$ cat src/cxlt_defs.svh
`ifndef CXLT_DEFS_SVH
`define CXLT_DEFS_SVH

// Register byte offsets on the Avalon-MM slave.
`define CXLT_ADDR_W        4
`define CXLT_OFF_CTRL      4'h0
`define CXLT_OFF_STATUS    4'h4
`define CXLT_OFF_IRQ_STAT  4'h8
`define CXLT_OFF_IRQ_MASK  4'hC

// Control register layout.
`define CXLT_CTRL_W        12
`define CXLT_CTRL_RST      12'h000
`define CXLT_F_CODE        3:0
`define CXLT_F_FINE        4
`define CXLT_F_PUMP        5
`define CXLT_F_OSC         8:6
`define CXLT_F_DRV         9
`define CXLT_F_MODE        11:10
`define CXLT_F_MODE_HI     11
`define CXLT_OSC_OFF       3'h1

// Status register layout.
`define CXLT_S_LOCK        0
`define CXLT_S_DIR         1
`define CXLT_S_REFL        2

// Interrupt status and mask layout.
`define CXLT_IRQ_W         3
`define CXLT_IRQ_RST       3'h0
`define CXLT_I_LOSE        0
`define CXLT_I_RELOCK      1
`define CXLT_I_REFL        2

// Monitor input bit positions.
`define CXLT_M_LOCK        0
`define CXLT_M_HIGH        1
`define CXLT_M_LOW         2
`define CXLT_M_REFL        3

`endif

$ cat src/cxlt_pkg.sv
package cxlt_pkg;

  typedef enum logic [1:0] {
    CXLT_MODE_LOCK  = 2'h0,
    CXLT_MODE_RANGE = 2'h1,
    CXLT_MODE_PHASE = 2'h2,
    CXLT_MODE_FBK   = 2'h3
  } cxlt_mode_t;

  typedef enum logic {
    CXLT_OUT_PECL = 1'b0,
    CXLT_OUT_CMOS = 1'b1
  } cxlt_style_t;

endpackage : cxlt_pkg

$ cat src/cxlt_mon_if.sv
`timescale 1ns/1ps
interface cxlt_mon_if;
  logic lock_ok;
  logic range_dir;
  logic ref_lost;
  logic lose_ev;
  logic relock_ev;
  logic refl_ev;
  modport mon (output lock_ok, range_dir, ref_lost, lose_ev, relock_ev, refl_ev);
  modport ctl (input  lock_ok, range_dir, ref_lost, lose_ev, relock_ev, refl_ev);
endinterface : cxlt_mon_if

$ cat src/cxlt_lock_mon.sv
`timescale 1ns/1ps
`include "cxlt_defs.svh"
module cxlt_lock_mon (
  // Clock and reset.
  input  wire logic       clk,
  input  wire logic       sys_rst,
  // Asynchronous loop detector levels.
  input  wire logic [3:0] loop_mon_raw,
  // Condensed loop state.
  cxlt_mon_if.mon         mon
);
  import cxlt_pkg::*;

  logic [3:0] sync1_q;
  logic [3:0] sync2_q;
  logic       lock_now;
  logic       lock_q;
  logic       dir_q;
  logic       lose_q;
  logic       relock_q;
  logic       refl_q;
  logic       refl_ev_q;

  // The detector levels come from the analog side, so each bit is synchronised.
  for (genvar i = 0; i < 4; i++) begin : g_sync
    always_ff @(posedge clk or posedge sys_rst) begin
      if (sys_rst) begin
        sync1_q[i] <= 1'b0;
        sync2_q[i] <= 1'b0;
      end else begin
        sync1_q[i] <= loop_mon_raw[i];
        sync2_q[i] <= sync1_q[i];
      end
    end
  end

  // Leaving the fine range or losing the reference counts as unlocked.
  assign lock_now = sync2_q[`CXLT_M_LOCK] & ~sync2_q[`CXLT_M_HIGH]
                  & ~sync2_q[`CXLT_M_LOW] & ~sync2_q[`CXLT_M_REFL];

  always_ff @(posedge clk or posedge sys_rst) begin
    if (sys_rst) begin
      lock_q    <= 1'b0;
      lose_q    <= 1'b0;
      relock_q  <= 1'b0;
      refl_q    <= 1'b0;
      refl_ev_q <= 1'b0;
    end else begin
      lock_q    <= lock_now;
      lose_q    <= lock_q & ~lock_now;
      relock_q  <= ~lock_q & lock_now;
      refl_q    <= sync2_q[`CXLT_M_REFL];
      refl_ev_q <= ~refl_q & sync2_q[`CXLT_M_REFL];
    end
  end

  // Direction is caught only at the lock-loss edge and held otherwise.
  always_ff @(posedge clk or posedge sys_rst) begin
    if (sys_rst) begin
      dir_q <= 1'b0;
    end else if (lock_q & ~lock_now) begin
      dir_q <= sync2_q[`CXLT_M_HIGH];
    end
  end

  assign mon.lock_ok   = lock_q;
  assign mon.range_dir = dir_q;
  assign mon.ref_lost  = refl_q;
  assign mon.lose_ev   = lose_q;
  assign mon.relock_ev = relock_q;
  assign mon.refl_ev   = refl_ev_q;

endmodule : cxlt_lock_mon

$ cat src/cxlt_pin_ctl.sv
`timescale 1ns/1ps
module cxlt_pin_ctl (
  // Clock and reset.
  input  wire logic                 clk,
  input  wire logic                 sys_rst,
  // Configuration.
  input  wire logic                 drv_sel,
  input  wire cxlt_pkg::cxlt_mode_t mode,
  // Flags to show.
  input  wire logic                 lock_ok,
  input  wire logic                 range_dir,
  // Pin.
  output logic                      pin_o,
  output logic                      pin_oe_n
);
  import cxlt_pkg::*;

  always_ff @(posedge clk or posedge sys_rst) begin
    if (sys_rst) begin
      pin_o    <= 1'b0;
      pin_oe_n <= 1'b1;
    end else begin
      // In PECL style the pin is a current-setting input and must float.
      pin_oe_n <= ~drv_sel;
      unique case (mode)
        CXLT_MODE_LOCK:  pin_o <= lock_ok;
        CXLT_MODE_RANGE: pin_o <= range_dir;
        // Phase and divider monitor sources live outside this block.
        CXLT_MODE_PHASE: pin_o <= 1'b0;
        CXLT_MODE_FBK:   pin_o <= 1'b0;
      endcase
    end
  end

endmodule : cxlt_pin_ctl

$ cat src/cxlt_top.sv
// The Avalon-MM slave port and the placing of the registers are this design's own decisions.
`timescale 1ns/1ps
`include "cxlt_defs.svh"
//
// Contract
// - Four-bit coarse code sets load capacitance.
// - Fine-tune enable bit turns fine tuning.
// - Status mode 00 selects lock status.
// - Lock mode: pin low while unlocked.
// - Lock mode: readback upper bit shows lock.
// - Status mode 01 selects range direction.
// - Range mode: pin shows latched direction.
// - Range mode: readback upper bit shows direction.
// - Direction latched only at lock loss.
// - Lost reference raises lock error flag.
// - Fine-range exit is lock loss, direction latched.
// - Pump disable bit stops charge pump.
// - Output style selects CMOS or PECL.
// - PECL: pin is current programming input.
// - Pin driven only with driver select set.
//
module cxlt_top (
  // Clock and reset.
  input  wire logic                      clk,
  input  wire logic                      sys_rst,
  // Avalon-MM slave.
  input  wire logic [`CXLT_ADDR_W-1:0]   avs_address,
  input  wire logic                      avs_read,
  input  wire logic                      avs_write,
  input  wire logic [31:0]               avs_writedata,
  output logic      [31:0]               avs_readdata,
  output logic                           avs_waitrequest,
  // Loop detector levels from the analog side.
  input  wire logic [3:0]                loop_mon_raw,
  // Oscillator and loop controls.
  output logic      [3:0]                coarse_load_code,
  output logic                           fine_tune_enable,
  output logic                           loop_pump_disable,
  output logic      [2:0]                osc_control_field,
  output logic                           osc_shutdown,
  output cxlt_pkg::cxlt_style_t          output_style,
  // Status or current pin.
  output logic                           status_or_current_pin_o,
  output logic                           status_or_current_pin_oe_n,
  // Interrupt.
  output logic                           irq
);
  import cxlt_pkg::*;

  // ---------------------------------------------------------------
  // Bus handshake
  // ---------------------------------------------------------------

  logic                    ack_q;
  logic                    req;
  logic                    wr_en;
  logic                    rd_sel;
  logic [`CXLT_CTRL_W-1:0] ctrl_q;
  logic [`CXLT_IRQ_W-1:0]  irq_stat_q;
  logic [`CXLT_IRQ_W-1:0]  irq_mask_q;
  logic [`CXLT_IRQ_W-1:0]  irq_set;
  logic [`CXLT_CTRL_W-1:0] ctrl_rd;
  logic [31:0]             rd_d;
  cxlt_mode_t              mode;

  cxlt_mon_if mon_if ();

  // Every access takes one wait cycle; read data is registered in it.
  assign req             = avs_read | avs_write;
  assign avs_waitrequest = req & ~ack_q;
  assign wr_en           = avs_write & ack_q;
  assign rd_sel          = avs_read & ~ack_q;

  always_ff @(posedge clk or posedge sys_rst) begin
    if (sys_rst) begin
      ack_q <= 1'b0;
    end else begin
      ack_q <= req & ~ack_q;
    end
  end

  // ---------------------------------------------------------------
  // Control register
  // ---------------------------------------------------------------

  always_ff @(posedge clk or posedge sys_rst) begin
    if (sys_rst) begin
      ctrl_q <= `CXLT_CTRL_RST;
    end else if (wr_en && avs_address == `CXLT_OFF_CTRL) begin
      ctrl_q <= avs_writedata[`CXLT_CTRL_W-1:0];
    end
  end

  // Mode comes from the stored bits, so flag changes never move it.
  assign mode = cxlt_mode_t'(ctrl_q[`CXLT_F_MODE]);

  assign coarse_load_code  = ctrl_q[`CXLT_F_CODE];
  assign fine_tune_enable  = ctrl_q[`CXLT_F_FINE];
  assign loop_pump_disable = ctrl_q[`CXLT_F_PUMP];
  assign osc_control_field = ctrl_q[`CXLT_F_OSC];
  // Writing the shutdown code is how software stops an unfitted crystal.
  assign osc_shutdown      = (ctrl_q[`CXLT_F_OSC] == `CXLT_OSC_OFF);
  assign output_style      = cxlt_style_t'(ctrl_q[`CXLT_F_DRV]);

  // ---------------------------------------------------------------
  // Readback
  // ---------------------------------------------------------------

  always_comb begin
    ctrl_rd = ctrl_q;
    unique case (mode)
      CXLT_MODE_LOCK:  ctrl_rd[`CXLT_F_MODE_HI] = mon_if.lock_ok;
      CXLT_MODE_RANGE: ctrl_rd[`CXLT_F_MODE_HI] = mon_if.range_dir;
      CXLT_MODE_PHASE: ctrl_rd[`CXLT_F_MODE_HI] = ctrl_q[`CXLT_F_MODE_HI];
      CXLT_MODE_FBK:   ctrl_rd[`CXLT_F_MODE_HI] = ctrl_q[`CXLT_F_MODE_HI];
    endcase
  end

  always_comb begin
    rd_d = 32'h0000_0000;
    unique case (avs_address)
      `CXLT_OFF_CTRL: begin
        rd_d[`CXLT_CTRL_W-1:0] = ctrl_rd;
      end
      `CXLT_OFF_STATUS: begin
        rd_d[`CXLT_S_LOCK] = mon_if.lock_ok;
        rd_d[`CXLT_S_DIR]  = mon_if.range_dir;
        rd_d[`CXLT_S_REFL] = mon_if.ref_lost;
      end
      `CXLT_OFF_IRQ_STAT: begin
        rd_d[`CXLT_IRQ_W-1:0] = irq_stat_q;
      end
      `CXLT_OFF_IRQ_MASK: begin
        rd_d[`CXLT_IRQ_W-1:0] = irq_mask_q;
      end
      default: begin
        rd_d = 32'h0000_0000;
      end
    endcase
  end

  always_ff @(posedge clk or posedge sys_rst) begin
    if (sys_rst) begin
      avs_readdata <= 32'h0000_0000;
    end else if (rd_sel) begin
      avs_readdata <= rd_d;
    end
  end

  // ---------------------------------------------------------------
  // Interrupts
  // ---------------------------------------------------------------

  assign irq_set[`CXLT_I_LOSE]   = mon_if.lose_ev;
  assign irq_set[`CXLT_I_RELOCK] = mon_if.relock_ev;
  assign irq_set[`CXLT_I_REFL]   = mon_if.refl_ev;

  // A new event in the clearing cycle wins, so no event is lost.
  always_ff @(posedge clk or posedge sys_rst) begin
    if (sys_rst) begin
      irq_stat_q <= `CXLT_IRQ_RST;
    end else if (wr_en && avs_address == `CXLT_OFF_IRQ_STAT) begin
      irq_stat_q <= (irq_stat_q & ~avs_writedata[`CXLT_IRQ_W-1:0]) | irq_set;
    end else begin
      irq_stat_q <= irq_stat_q | irq_set;
    end
  end

  always_ff @(posedge clk or posedge sys_rst) begin
    if (sys_rst) begin
      irq_mask_q <= `CXLT_IRQ_RST;
    end else if (wr_en && avs_address == `CXLT_OFF_IRQ_MASK) begin
      irq_mask_q <= avs_writedata[`CXLT_IRQ_W-1:0];
    end
  end

  assign irq = |(irq_stat_q & irq_mask_q);

  // ---------------------------------------------------------------
  // Loop monitor and pin
  // ---------------------------------------------------------------

  cxlt_lock_mon u_mon (
    .clk          (clk),
    .sys_rst      (sys_rst),
    .loop_mon_raw (loop_mon_raw),
    .mon          (mon_if.mon)
  );

  cxlt_pin_ctl u_pin (
    .clk       (clk),
    .sys_rst   (sys_rst),
    .drv_sel   (ctrl_q[`CXLT_F_DRV]),
    .mode      (mode),
    .lock_ok   (mon_if.lock_ok),
    .range_dir (mon_if.range_dir),
    .pin_o     (status_or_current_pin_o),
    .pin_oe_n  (status_or_current_pin_oe_n)
  );

  logic ctrl_wr;
  assign ctrl_wr = wr_en && avs_address == `CXLT_OFF_CTRL;
endmodule : cxlt_top

$ cat config.mk
export PLATFORM = sky130hd
export DESIGN_NAME = cxlt_top
export DESIGN_NICKNAME = d
export VERILOG_FILES = /design/src/cxlt_pkg.sv /design/src/cxlt_mon_if.sv /design/src/cxlt_lock_mon.sv /design/src/cxlt_pin_ctl.sv /design/src/cxlt_top.sv
export VERILOG_INCLUDE_DIRS = /design/src
export SDC_FILE = /design/constraint.sdc
export NUM_CORES = 1
export LEC_CHECK = 0
export BUFFER_PORTS_ARGS = -buffer_cell sky130_fd_sc_hd__buf_2
export CAP_MARGIN = 20
export CORE_ASPECT_RATIO = 0.7
export CORE_MARGIN = 2
export CORE_UTILIZATION = 46
export DETAILED_ROUTE_END_ITERATION = 7
export GPL_TIMING_DRIVEN = 0
export HOLD_SLACK_MARGIN = 0.08
export PLACE_DENSITY = 0.79
export SLEW_MARGIN = 25
export SYNTH_ARGS = -nofsm -noshare
export SYNTH_HDL_FRONTEND = slang
export SYNTH_SLANG_ARGS = --single-unit
export TNS_END_PERCENT = 50
$ cat constraint.sdc
create_clock -name clk -period 2.1 [get_ports clk]
set_clock_uncertainty 0.2 [all_clocks]
set_input_delay 0.105 -clock clk [delete_from_list [all_inputs] [get_ports clk]]
set_output_delay 0.105 -clock clk [all_outputs]
set_load 0.01 [all_outputs]
==> results of run 1 <==
[kinds of logic after synthesis]
family | count (synthesis)
buffers and inverters | 37
DFF | 47
other | 1
and+or+nand+nor | 20
AOI/OAI and AO/OA | 17
muxes | 19
[registers in the layout (all words and copies together), names as in the netlist, 3 cells and up]
signal / count
avs_readdata: 12
irq_stat_q: 3
u_mon.sync1_q: 4
ctrl_q: 12
u_mon.sync2_q: 4
irq_mask_q: 3
[routing by layer]
layer / track usage (%) / vias to the layer above / part of all wire (%)
met3: 5.99 / 7 / 7.4
met4: 4.92 / 0 / 1.3
met5: 0 / - / 0
li1: - / 639 / -
met1: 22.9 / 622 / 44
met2: 27.2 / 53 / 47
[area by class of cell]
| cell class | instances | area, um2 | area share, % |
|---|---|---|---|
| inverter | 5 | 18.8 | 0.679 |
| buffer | 32 | 235 | 8.51 |
| timing repair buffer | 72 | 498 | 18.0 |
| multi-input combinational | 76 | 654 | 23.7 |
| sequential | 47 | 1180 | 42.6 |
| clock inverter | 3 | 43.8 | 1.58 |
| clock buffer | 5 | 68.8 | 2.49 |
| tap | 55 | 68.8 | 2.49 |
[final timing paths]
path | startpoint | end | depth (start not counted)
worst max-delay path | avs_read | avs_waitrequest | 6
worst min register to register | u_mon.sync1_q[2]$_DFF_PP0_ | u_mon.sync2_q[2]$_DFF_PP0_ | 0
worst min-delay path | u_mon.sync1_q[2]$_DFF_PP0_ | u_mon.sync2_q[2]$_DFF_PP0_ | 0
worst max register to register | ack_q$_DFF_PP0_ | avs_readdata[11]$_DFFE_PP0P_ | 4
max in group asynchronous | sys_rst | u_pin.pin_oe_n$_DFF_PP1_ | 4
min in group asynchronous | sys_rst | u_mon.sync2_q[3]$_DFF_PP0_ | 3
[power by group through the flow]
| stage | Combinational (mW) | Sequential [mW] | Clock, mW |
|---|---|---|---|
| 5_1_grt | 0.490 | 1.11 | 0.710 |
| 3_3_place_gp | 0.401 | 1.10 | 0 |
| 4_1_cts | 0.450 | 1.09 | 0.676 |
| 6_report | 0.445 | 1.09 | 0.655 |
| 2_1_floorplan | 0.280 | 1.10 | 0 |
| 3_5_place_dp | 0.417 | 1.11 | 0 |
[per-stage QoR]
step           utilization, %  instance area, um2  instances
3_5_place_dp             56.6                2420        264
2_1_floorplan               -                2090        160
3_3_place_gp             56.0                2390        263
4_1_cts                  64.6                2770        295
5_1_grt                  64.6                2770        295
6_report                 64.6                2770        295
[synth_stat cells (2+ instances only)]
cell,instances,area [um2]
inv_1,5,18.8
buf_2,2,10.0
dfrtp_1,46,1150
nand2b_1,2,12.5
mux2_1,4,45.0
a21o_1,3,22.5
mux2_4,10,150
buf_4,28,210
a22o_1,12,105
nor2_1,4,15.0
mux4_2,3,67.6
and2_1,2,12.5
nand4b_1,3,26.3
[timing repair]
action / CTS / global route
hold buffers: 23 / 0
hold endpoints to repair: 74 / 0
setup endpoints to repair: 0 / 0
[worst reg2reg max path: stages, from the launching register on]
cell and delay [ns]:
dfrtp_1 0.42, nor4b_2 0.47, and2_1 0.19, buf_4 0.17, a22o_1 0.14
==> metrics, run 1 <==
post-synthesis sequential area ratio 58.4%; worst slew pin tran 0.522 ns; Final period util 91.3%; Switching Share 25.2%; clock share of power 29.9%; Starting Density 47.1%; Synth Area in Adders 0%; Yosys reg bits 47; slowest CP cell dlygate4sd3_1; vias in the first global route 1285; CTS tree done; drt wl/cell 12.6 um; IO Count 91; Combinational Power Share 20.3%; routed wire length 3720 um; Bufs and invs on worst path 4; Tmin final 1.92 ns; maximum clock insertion buffer count 2; share of layout cells above drive strength 1 45.4%; antenna violations before repair 0; Vias/cell 4.48; async set-reset flop share out of synthesis 100%; endpoints failing setup 0; clk_lat worst skew 0.30 ns; worst setup path category primary input to primary output; slowest stage delay, CP 0.54 ns; final worst setup slack 0.183 ns; hold crit path type flip-flop to flip-flop; hold_ws 0.157 ns; maximum VDD drop 0.000538 V; layout net count 283; Sequential Power Share 49.7%; reg-to-reg slack, setup 0.44 ns; Simple-Gate Fraction of Synth Area 7.39%; GRT Residual Overflow 0; Syn Inst Count 141; DIE WIDTH 83.1 um; Post-Route Setup TNS 0 ns; largest net degree at the start of global routing 26; top_reg_cell synth dfrtp_1; CP required 1.79 ns; Worst slew margin 65.1%; post-CTS setup buffers 0; Fin. Hold Viols 0; Sink Count 47; Area growth, synth to finish 37.3%; TritonCTS Buffers 5; H-Tree Depth 2; Iter 0 DRT Violations 50; pwr/cell area 791 nW/um2; number of flops mapped to enable cells by yosys 0; antenna-violating nets left 0; CP max FO 3; number of diodes 0; Residual DRC 0; total power 2.19 mW; post-synthesis xor/xnor area fraction 0%; mapped cell area 2010 um2; status completed; # port buffers 48; Die Height 59.4 um; largest family of logic cells by synthesized area multiplexers; GPL Wtd Cong 0.759; post_cts resized 0; GRT Resource Usage Total 17.2%; syn_area_per_cell 14.3 um2; CP Cell Sequence dlygate4sd3_1 > buf_2 > nor2_1 > dlygate4sd3_1 > nor2_1 > buf_2; Synth Area in Compound Gates 7.27%; Yosys warning total 0; fin. max-slew vios 0; CP arrival 1.61 ns; first-pass GRT wire length 6330 um; Initial DRT Pass Iterations 4; CP Capture Type primary output; Max Cap Viol 0; post-place setup slack 0.457 ns; mux cell area share after synthesis 14.1%; P_int 1.64 mW; RSZ-0062 raised after global routing no; clock transition at the registers of the reported paths 0.09 ns; DPL Wire Length 2730 um; # fillers 331; f_max 0.522 GHz; CTS Root Cell clkbuf_8; die area 4930 um2; number of cell rows 20; most frequent cells in the layout 50 x buf_2, 46 x dfrtp_1, 28 x buf_4; Core ar. 4280 um2; commonest non-fill, non-tap cell in the layout buf_2; DR vias 1321; leakage power 1.50 nW; delay-heaviest family, CP buffers and inverters; Netlist cell types 30; Net Sw Power 0.551 mW; crit start category primary input
No activity file was read; power rests on OpenSTA's default activity.
==> run 2, diff against run 1 <==
--- a/config.mk
+++ b/config.mk
@@ -14,7 +14,7 @@
 export DETAILED_ROUTE_END_ITERATION = 7
 export GPL_TIMING_DRIVEN = 0
 export HOLD_SLACK_MARGIN = 0.08
-export PLACE_DENSITY = 0.79
+export PLACE_DENSITY = 0.89
 export SLEW_MARGIN = 25
 export SYNTH_ARGS = -nofsm -noshare
 export SYNTH_HDL_FRONTEND = slang
==> metrics, run 2 (synthesis results as in run 1) <==
number of diodes 0 (unchanged); Combinational Power Share 19.5% (-0.8 points); highest routed layer met4; post_cts resized 0 (unchanged); f_max 0.508 GHz (-2.6%); CP arrival 1.66 ns (+0.05 ns); Net Sw Power 0.550 mW (-0.31%); antenna violations before repair 0 (unchanged); fin area 2790 um2 (+0.81%); post-CTS setup buffers 0 (unchanged); CP Capture Type primary output; TritonCTS Buffers 5 (unchanged); P_int 1.76 mW (+7.4%); CTS Root Cell clkbuf_8; Starting Density 47.1% (unchanged); Core ar. 4280 um2 (unchanged); DIE WIDTH 83.1 um (unchanged); routed wire length 4030 um (+8.2%); leakage power 1.51 nW (+0.54%); clock transition at the registers of the reported paths 0.08 ns (about the same); share of layout cells above drive strength 1 44.8% (-0.60 points); worst setup path category primary input to primary output; Sequential Power Share 47.3% (-2.4 points); Tmin final 1.97 ns (+0.0521 ns); worst slew pin tran 0.503 ns (-0.0196 ns); Residual DRC 0 (unchanged); status completed; Worst slew margin 66.5% (+1.4 points); Final period util 93.8% (+2.5 points); Area growth, synth to finish 38.4%; GPL Wtd Cong 0.758 (-0.24%); antenna-violating nets left 0 (unchanged); GRT Residual Overflow 0 (unchanged); vias in the first global route 1313 (+2.2%); crit start category primary input; slowest stage delay, CP 0.56 ns (+0.02 ns); first-pass GRT wire length 6350 um (+0.33%); maximum clock insertion buffer count 2 (unchanged); DPL Wire Length 2800 um (+2.4%); CP max FO 2 (-1); die area 4930 um2 (unchanged); Fin. Hold Viols 0 (unchanged); Post-Route Setup TNS 0 ns (unchanged); largest net degree at the start of global routing 30 (+15%); Initial DRT Pass Iterations 4 (unchanged); CP required 1.79 ns (about the same); clk_lat worst skew 0.30 ns (about the same); IO Count 91 (unchanged); GRT Resource Usage Total 17.2% (+0.031 points); commonest non-fill, non-tap cell in the layout buf_2; M1 WL 1740 um (+5.5%); Die Height 59.4 um (unchanged); Vias/cell 4.65 (+3.9%); endpoints failing setup 0 (unchanged); met3 WL 243 um (-12%); drt wl/cell 13.6 um (+7.9%); RSZ-0062 raised after global routing no; DR vias 1377 (+4.2%); layout net count 284 (+0.35%); Iter 0 DRT Violations 81 (+62%); clock share of power 33.2% (+3.3 points); routed wl met2 2000 um (+14%); most frequent cells in the layout 50 x buf_2, 46 x dfrtp_1, 28 x buf_4; number of cell rows 20 (unchanged); dpl cell area 2410 um2 (-0.31%); Switching Share 23.8% (-1.4 points); # port buffers 48 (unchanged); Largest regs avs_readdata (12), ctrl_q (12); fin. max-slew vios 0 (unchanged); hold crit path type primary input to async pin; CTS tree done; slowest CP cell dlygate4sd3_1; maximum VDD drop 0.000520 V (-3.4%); Sink Count 47 (unchanged); H-Tree Depth 2 (unchanged); pwr/cell area 828 nW/um2 (+4.6%); CP Cell Sequence dlygate4sd3_1 > buf_2 > nor2_1 > dlygate4sd3_1 > nor2_1 > buf_2; Max Cap Viol 0 (unchanged)
==> run 2: cell types whose count changed in the layout (fill, tap and decap cells not counted), sizes merged <==
cell         change
bufinv           +1
clkinv           -2
clkbuf           +1
dlygate4sd3      +1
==> run 2: through the flow <==
stage | worst slack [ns] | instances | hold WS (ns) | util (%) | power, mW
after global placement | 0.194 | 263 | 0.0143 | 56.0 | 1.50
after floorplan | 0.591 | 160 | -0.0636 | - | 1.38
after detailed placement | 0.441 | 264 | -0.0710 | 56.4 | 1.52
final | 0.131 | 296 | 0.150 | 65.1 | 2.31
after CTS | 0.195 | 296 | 0.144 | 65.1 | 2.32
after global routing | 0.0779 | 296 | 0.158 | 65.1 | 2.42
==> run 2: final cells by class <==
cell class,instances,area [um2]
tap,55,68.8
timing repair buffer,73,500
clock buffer,6,72.6
inverter,5,18.8
buffer,32,235
sequential,47,1180
fill,315,1490
multi-input combinational,76,654
clock inverter,2,60.1
==> run 2: power groups by stage <==
stage	Sequential (mW)	Combinational (mW)	Clock, mW
floorplan	1.10	0.280	0
global placement	1.10	0.399	0
detailed placement	1.11	0.417	0
CTS	1.09	0.452	0.779
global route	1.11	0.488	0.822
finish	1.09	0.451	0.766
==> run 2: final timing paths <==
path                                                  from                     endpoint  slack [ns]  depth (start not counted)
worst max-delay path                             avs_write              avs_waitrequest        0.13                          6
worst min-delay path                               sys_rst        ctrl_q[5]$_DFFE_PP0P_        0.15                          3
worst max register to register             ack_q$_DFF_PP0_  avs_readdata[7]$_DFFE_PP0P_        0.42                          4
worst min register to register  u_mon.sync1_q[3]$_DFF_PP0_   u_mon.sync2_q[3]$_DFF_PP0_        0.15                          0
max in group asynchronous                          sys_rst      irq_stat_q[2]$_DFF_PP0_        1.06                          4
min in group clk                u_mon.sync1_q[3]$_DFF_PP0_   u_mon.sync2_q[3]$_DFF_PP0_        0.15                          0
==> run 2: worst max-delay path: cells and delay by family <==
family | cells | cell delay [ns]
buffers and inverters | 4 | 1.40
and+or+nand+nor | 2 | 0.17
==> run 2: what timing repair did <==
action,in CTS,in global routing
setup endpoints to repair,0,0
endpoints found under the hold margin,75,0
hold buffers,24,0
==> run 2: metal layers <==
metal	vias up	global-route usage, %
li1	644	-
met1	678	22.0
met2	50	28.9
met3	5	5.01
met4	0	5.39
met5	-	0
==> run 3, diff against run 2 <==
--- a/config.mk
+++ b/config.mk
@@ -9,7 +9,7 @@
 export BUFFER_PORTS_ARGS = -buffer_cell sky130_fd_sc_hd__buf_2
 export CAP_MARGIN = 20
 export CORE_ASPECT_RATIO = 0.7
-export CORE_MARGIN = 2
+export CORE_MARGIN = 8
 export CORE_UTILIZATION = 46
 export DETAILED_ROUTE_END_ITERATION = 7
 export GPL_TIMING_DRIVEN = 0
==> metrics, run 3 (synthesis results as in run 1) <==
status completed; Largest regs avs_readdata (12), ctrl_q (12); dpl cell area 2410 um2 (unchanged); number of diodes 0 (unchanged); CP required 1.79 ns (about the same); leakage power 1.49 nW (-1.3%); DPL Wire Length 3380 um (+21%); hold_ws 0.0884 ns (-0.0615 ns); CP arrival 1.65 ns (about the same); antenna violations before repair 0 (unchanged); hold crit path type primary input to flip-flop; GPL Wtd Cong 0.836 (+10%); crit start category primary input; H-Tree Depth 2 (unchanged); die area 6790 um2 (+38%); final worst setup slack 0.147 ns (+0.0166 ns); number of cell rows 20 (unchanged); Sink Count 47 (unchanged); GRT Resource Usage Total 14.1% (-3.1 points); Core ar. 4280 um2 (unchanged); endpoints failing setup 0 (unchanged); vias in the first global route 1485 (+13%); drt wl/cell 15.3 um (+12%); Residual DRC 0 (unchanged); post-CTS setup buffers 0 (unchanged); utilization after layout 64.0% (-1.2 points); IO Count 91 (unchanged); TritonCTS Buffers 5 (unchanged); clock transition at the registers of the reported paths 0.07 ns (about the same); layout net count 282 (-0.70%); antenna-violating nets left 0 (unchanged); maximum VDD drop 0.000519 V (-0.27%); Max Cap Viol 0 (unchanged); maximum clock insertion buffer count 2 (unchanged); Area growth, synth to finish 35.9%; largest net degree at the start of global routing 28 (-6.7%); f_max 0.512 GHz (+0.85%); post-place setup slack 0.451 ns (+0.00926 ns); RSZ-0062 raised after global routing no; routed wire length 4480 um (+11%); # port buffers 48 (unchanged); fin cells 293 (-1.0%); Die Height 71.4 um (+20%); fin area 2740 um2 (-1.8%); Iter 0 DRT Violations 44 (-46%); Starting Density 47.1% (unchanged); pwr/cell area 790 nW/um2 (-4.6%); fin. max-slew vios 0 (unchanged); Post-Route Setup TNS 0 ns (unchanged); Inst Count DP 264 (unchanged); DR vias 1336 (-3.0%); commonest non-fill, non-tap cell in the layout buf_2; share of layout cells above drive strength 1 45.0% (+0.14 points); clk_lat worst skew 0.29 ns (about the same); CTS tree done; Final period util 93.0% (-0.79 points); Initial DRT Pass Iterations 4 (unchanged); first-pass GRT wire length 7400 um (+17%); most frequent cells in the layout 50 x buf_2, 46 x dfrtp_1, 28 x buf_4; total power 2.16 mW (-6.3%); CP max FO 3 (+1); Fin. Hold Viols 0 (unchanged); CP Capture Type primary output; worst setup path category primary input to primary output; GRT Residual Overflow 0 (unchanged); CTS Root Cell clkbuf_8; DIE WIDTH 95.1 um (+14%); Tmin final 1.95 ns (-0.0166 ns); Vias/cell 4.56 (-2.0%)
run 3: cell types whose count changed in the layout (fill, tap and decap cells not counted):
cell,previous run,this run
dlygate4sd3_1,24,22
bufinv_16,2,1
run 3: per-layer routing:
metal / GRT usage, % / share of wire, %
met1: 16.9 / 42
met2: 22.9 / 50
met3: 5.01 / 6.7
met4: 4.48 / 1.4
met5: 0 / 0
run 3: what timing repair did:
item / 4_1_cts / 5_1_grt
hold buffers: 22 / 0
endpoints found under the hold margin: 74 / 0
gates resized for setup: 0 / 0
run 3: power breakdown:
part	switching [mW]	internal (mW)	total (mW)
registers	0.0836	1.01	1.09
clock network	0.268	0.349	0.617
logic	0.182	0.269	0.451
total	0.534	1.63	2.16
run 3: area by class of cell:
cell class	instances	area, um2
fillers	328	1540
flip-flops and latches	47	1180
multi-input cells	76	654
repair buffers	71	480
plain buffers	32	235
clock buffers	6	72.6
well taps	55	68.8
clock inverters	1	30.0
inverters	5	18.8
run 3: worst max-delay path, cell delays in order:
cell and delay, ns:
dlygate4sd3_1 0.54, buf_2 0.13, nor2_1 0.04, dlygate4sd3_1 0.55, nor2_1 0.12, buf_2 0.16
run 3: worst paths after layout:
check	depth (start not counted)	endpoint	slack, ns	from
min in group asynchronous	3	u_pin.pin_o$_DFF_PP0_	0.18	sys_rst
worst min-delay path	3	irq_stat_q[1]$_DFF_PP0_	0.09	avs_address[2]
worst max-delay path	6	avs_waitrequest	0.15	avs_read
worst max register to register	3	avs_readdata[2]$_DFFE_PP0P_	0.32	ack_q$_DFF_PP0_
worst min register to register	0	u_mon.sync2_q[1]$_DFF_PP0_	0.15	u_mon.sync1_q[1]$_DFF_PP0_
max in group asynchronous	4	u_pin.pin_oe_n$_DFF_PP1_	0.94	sys_rst
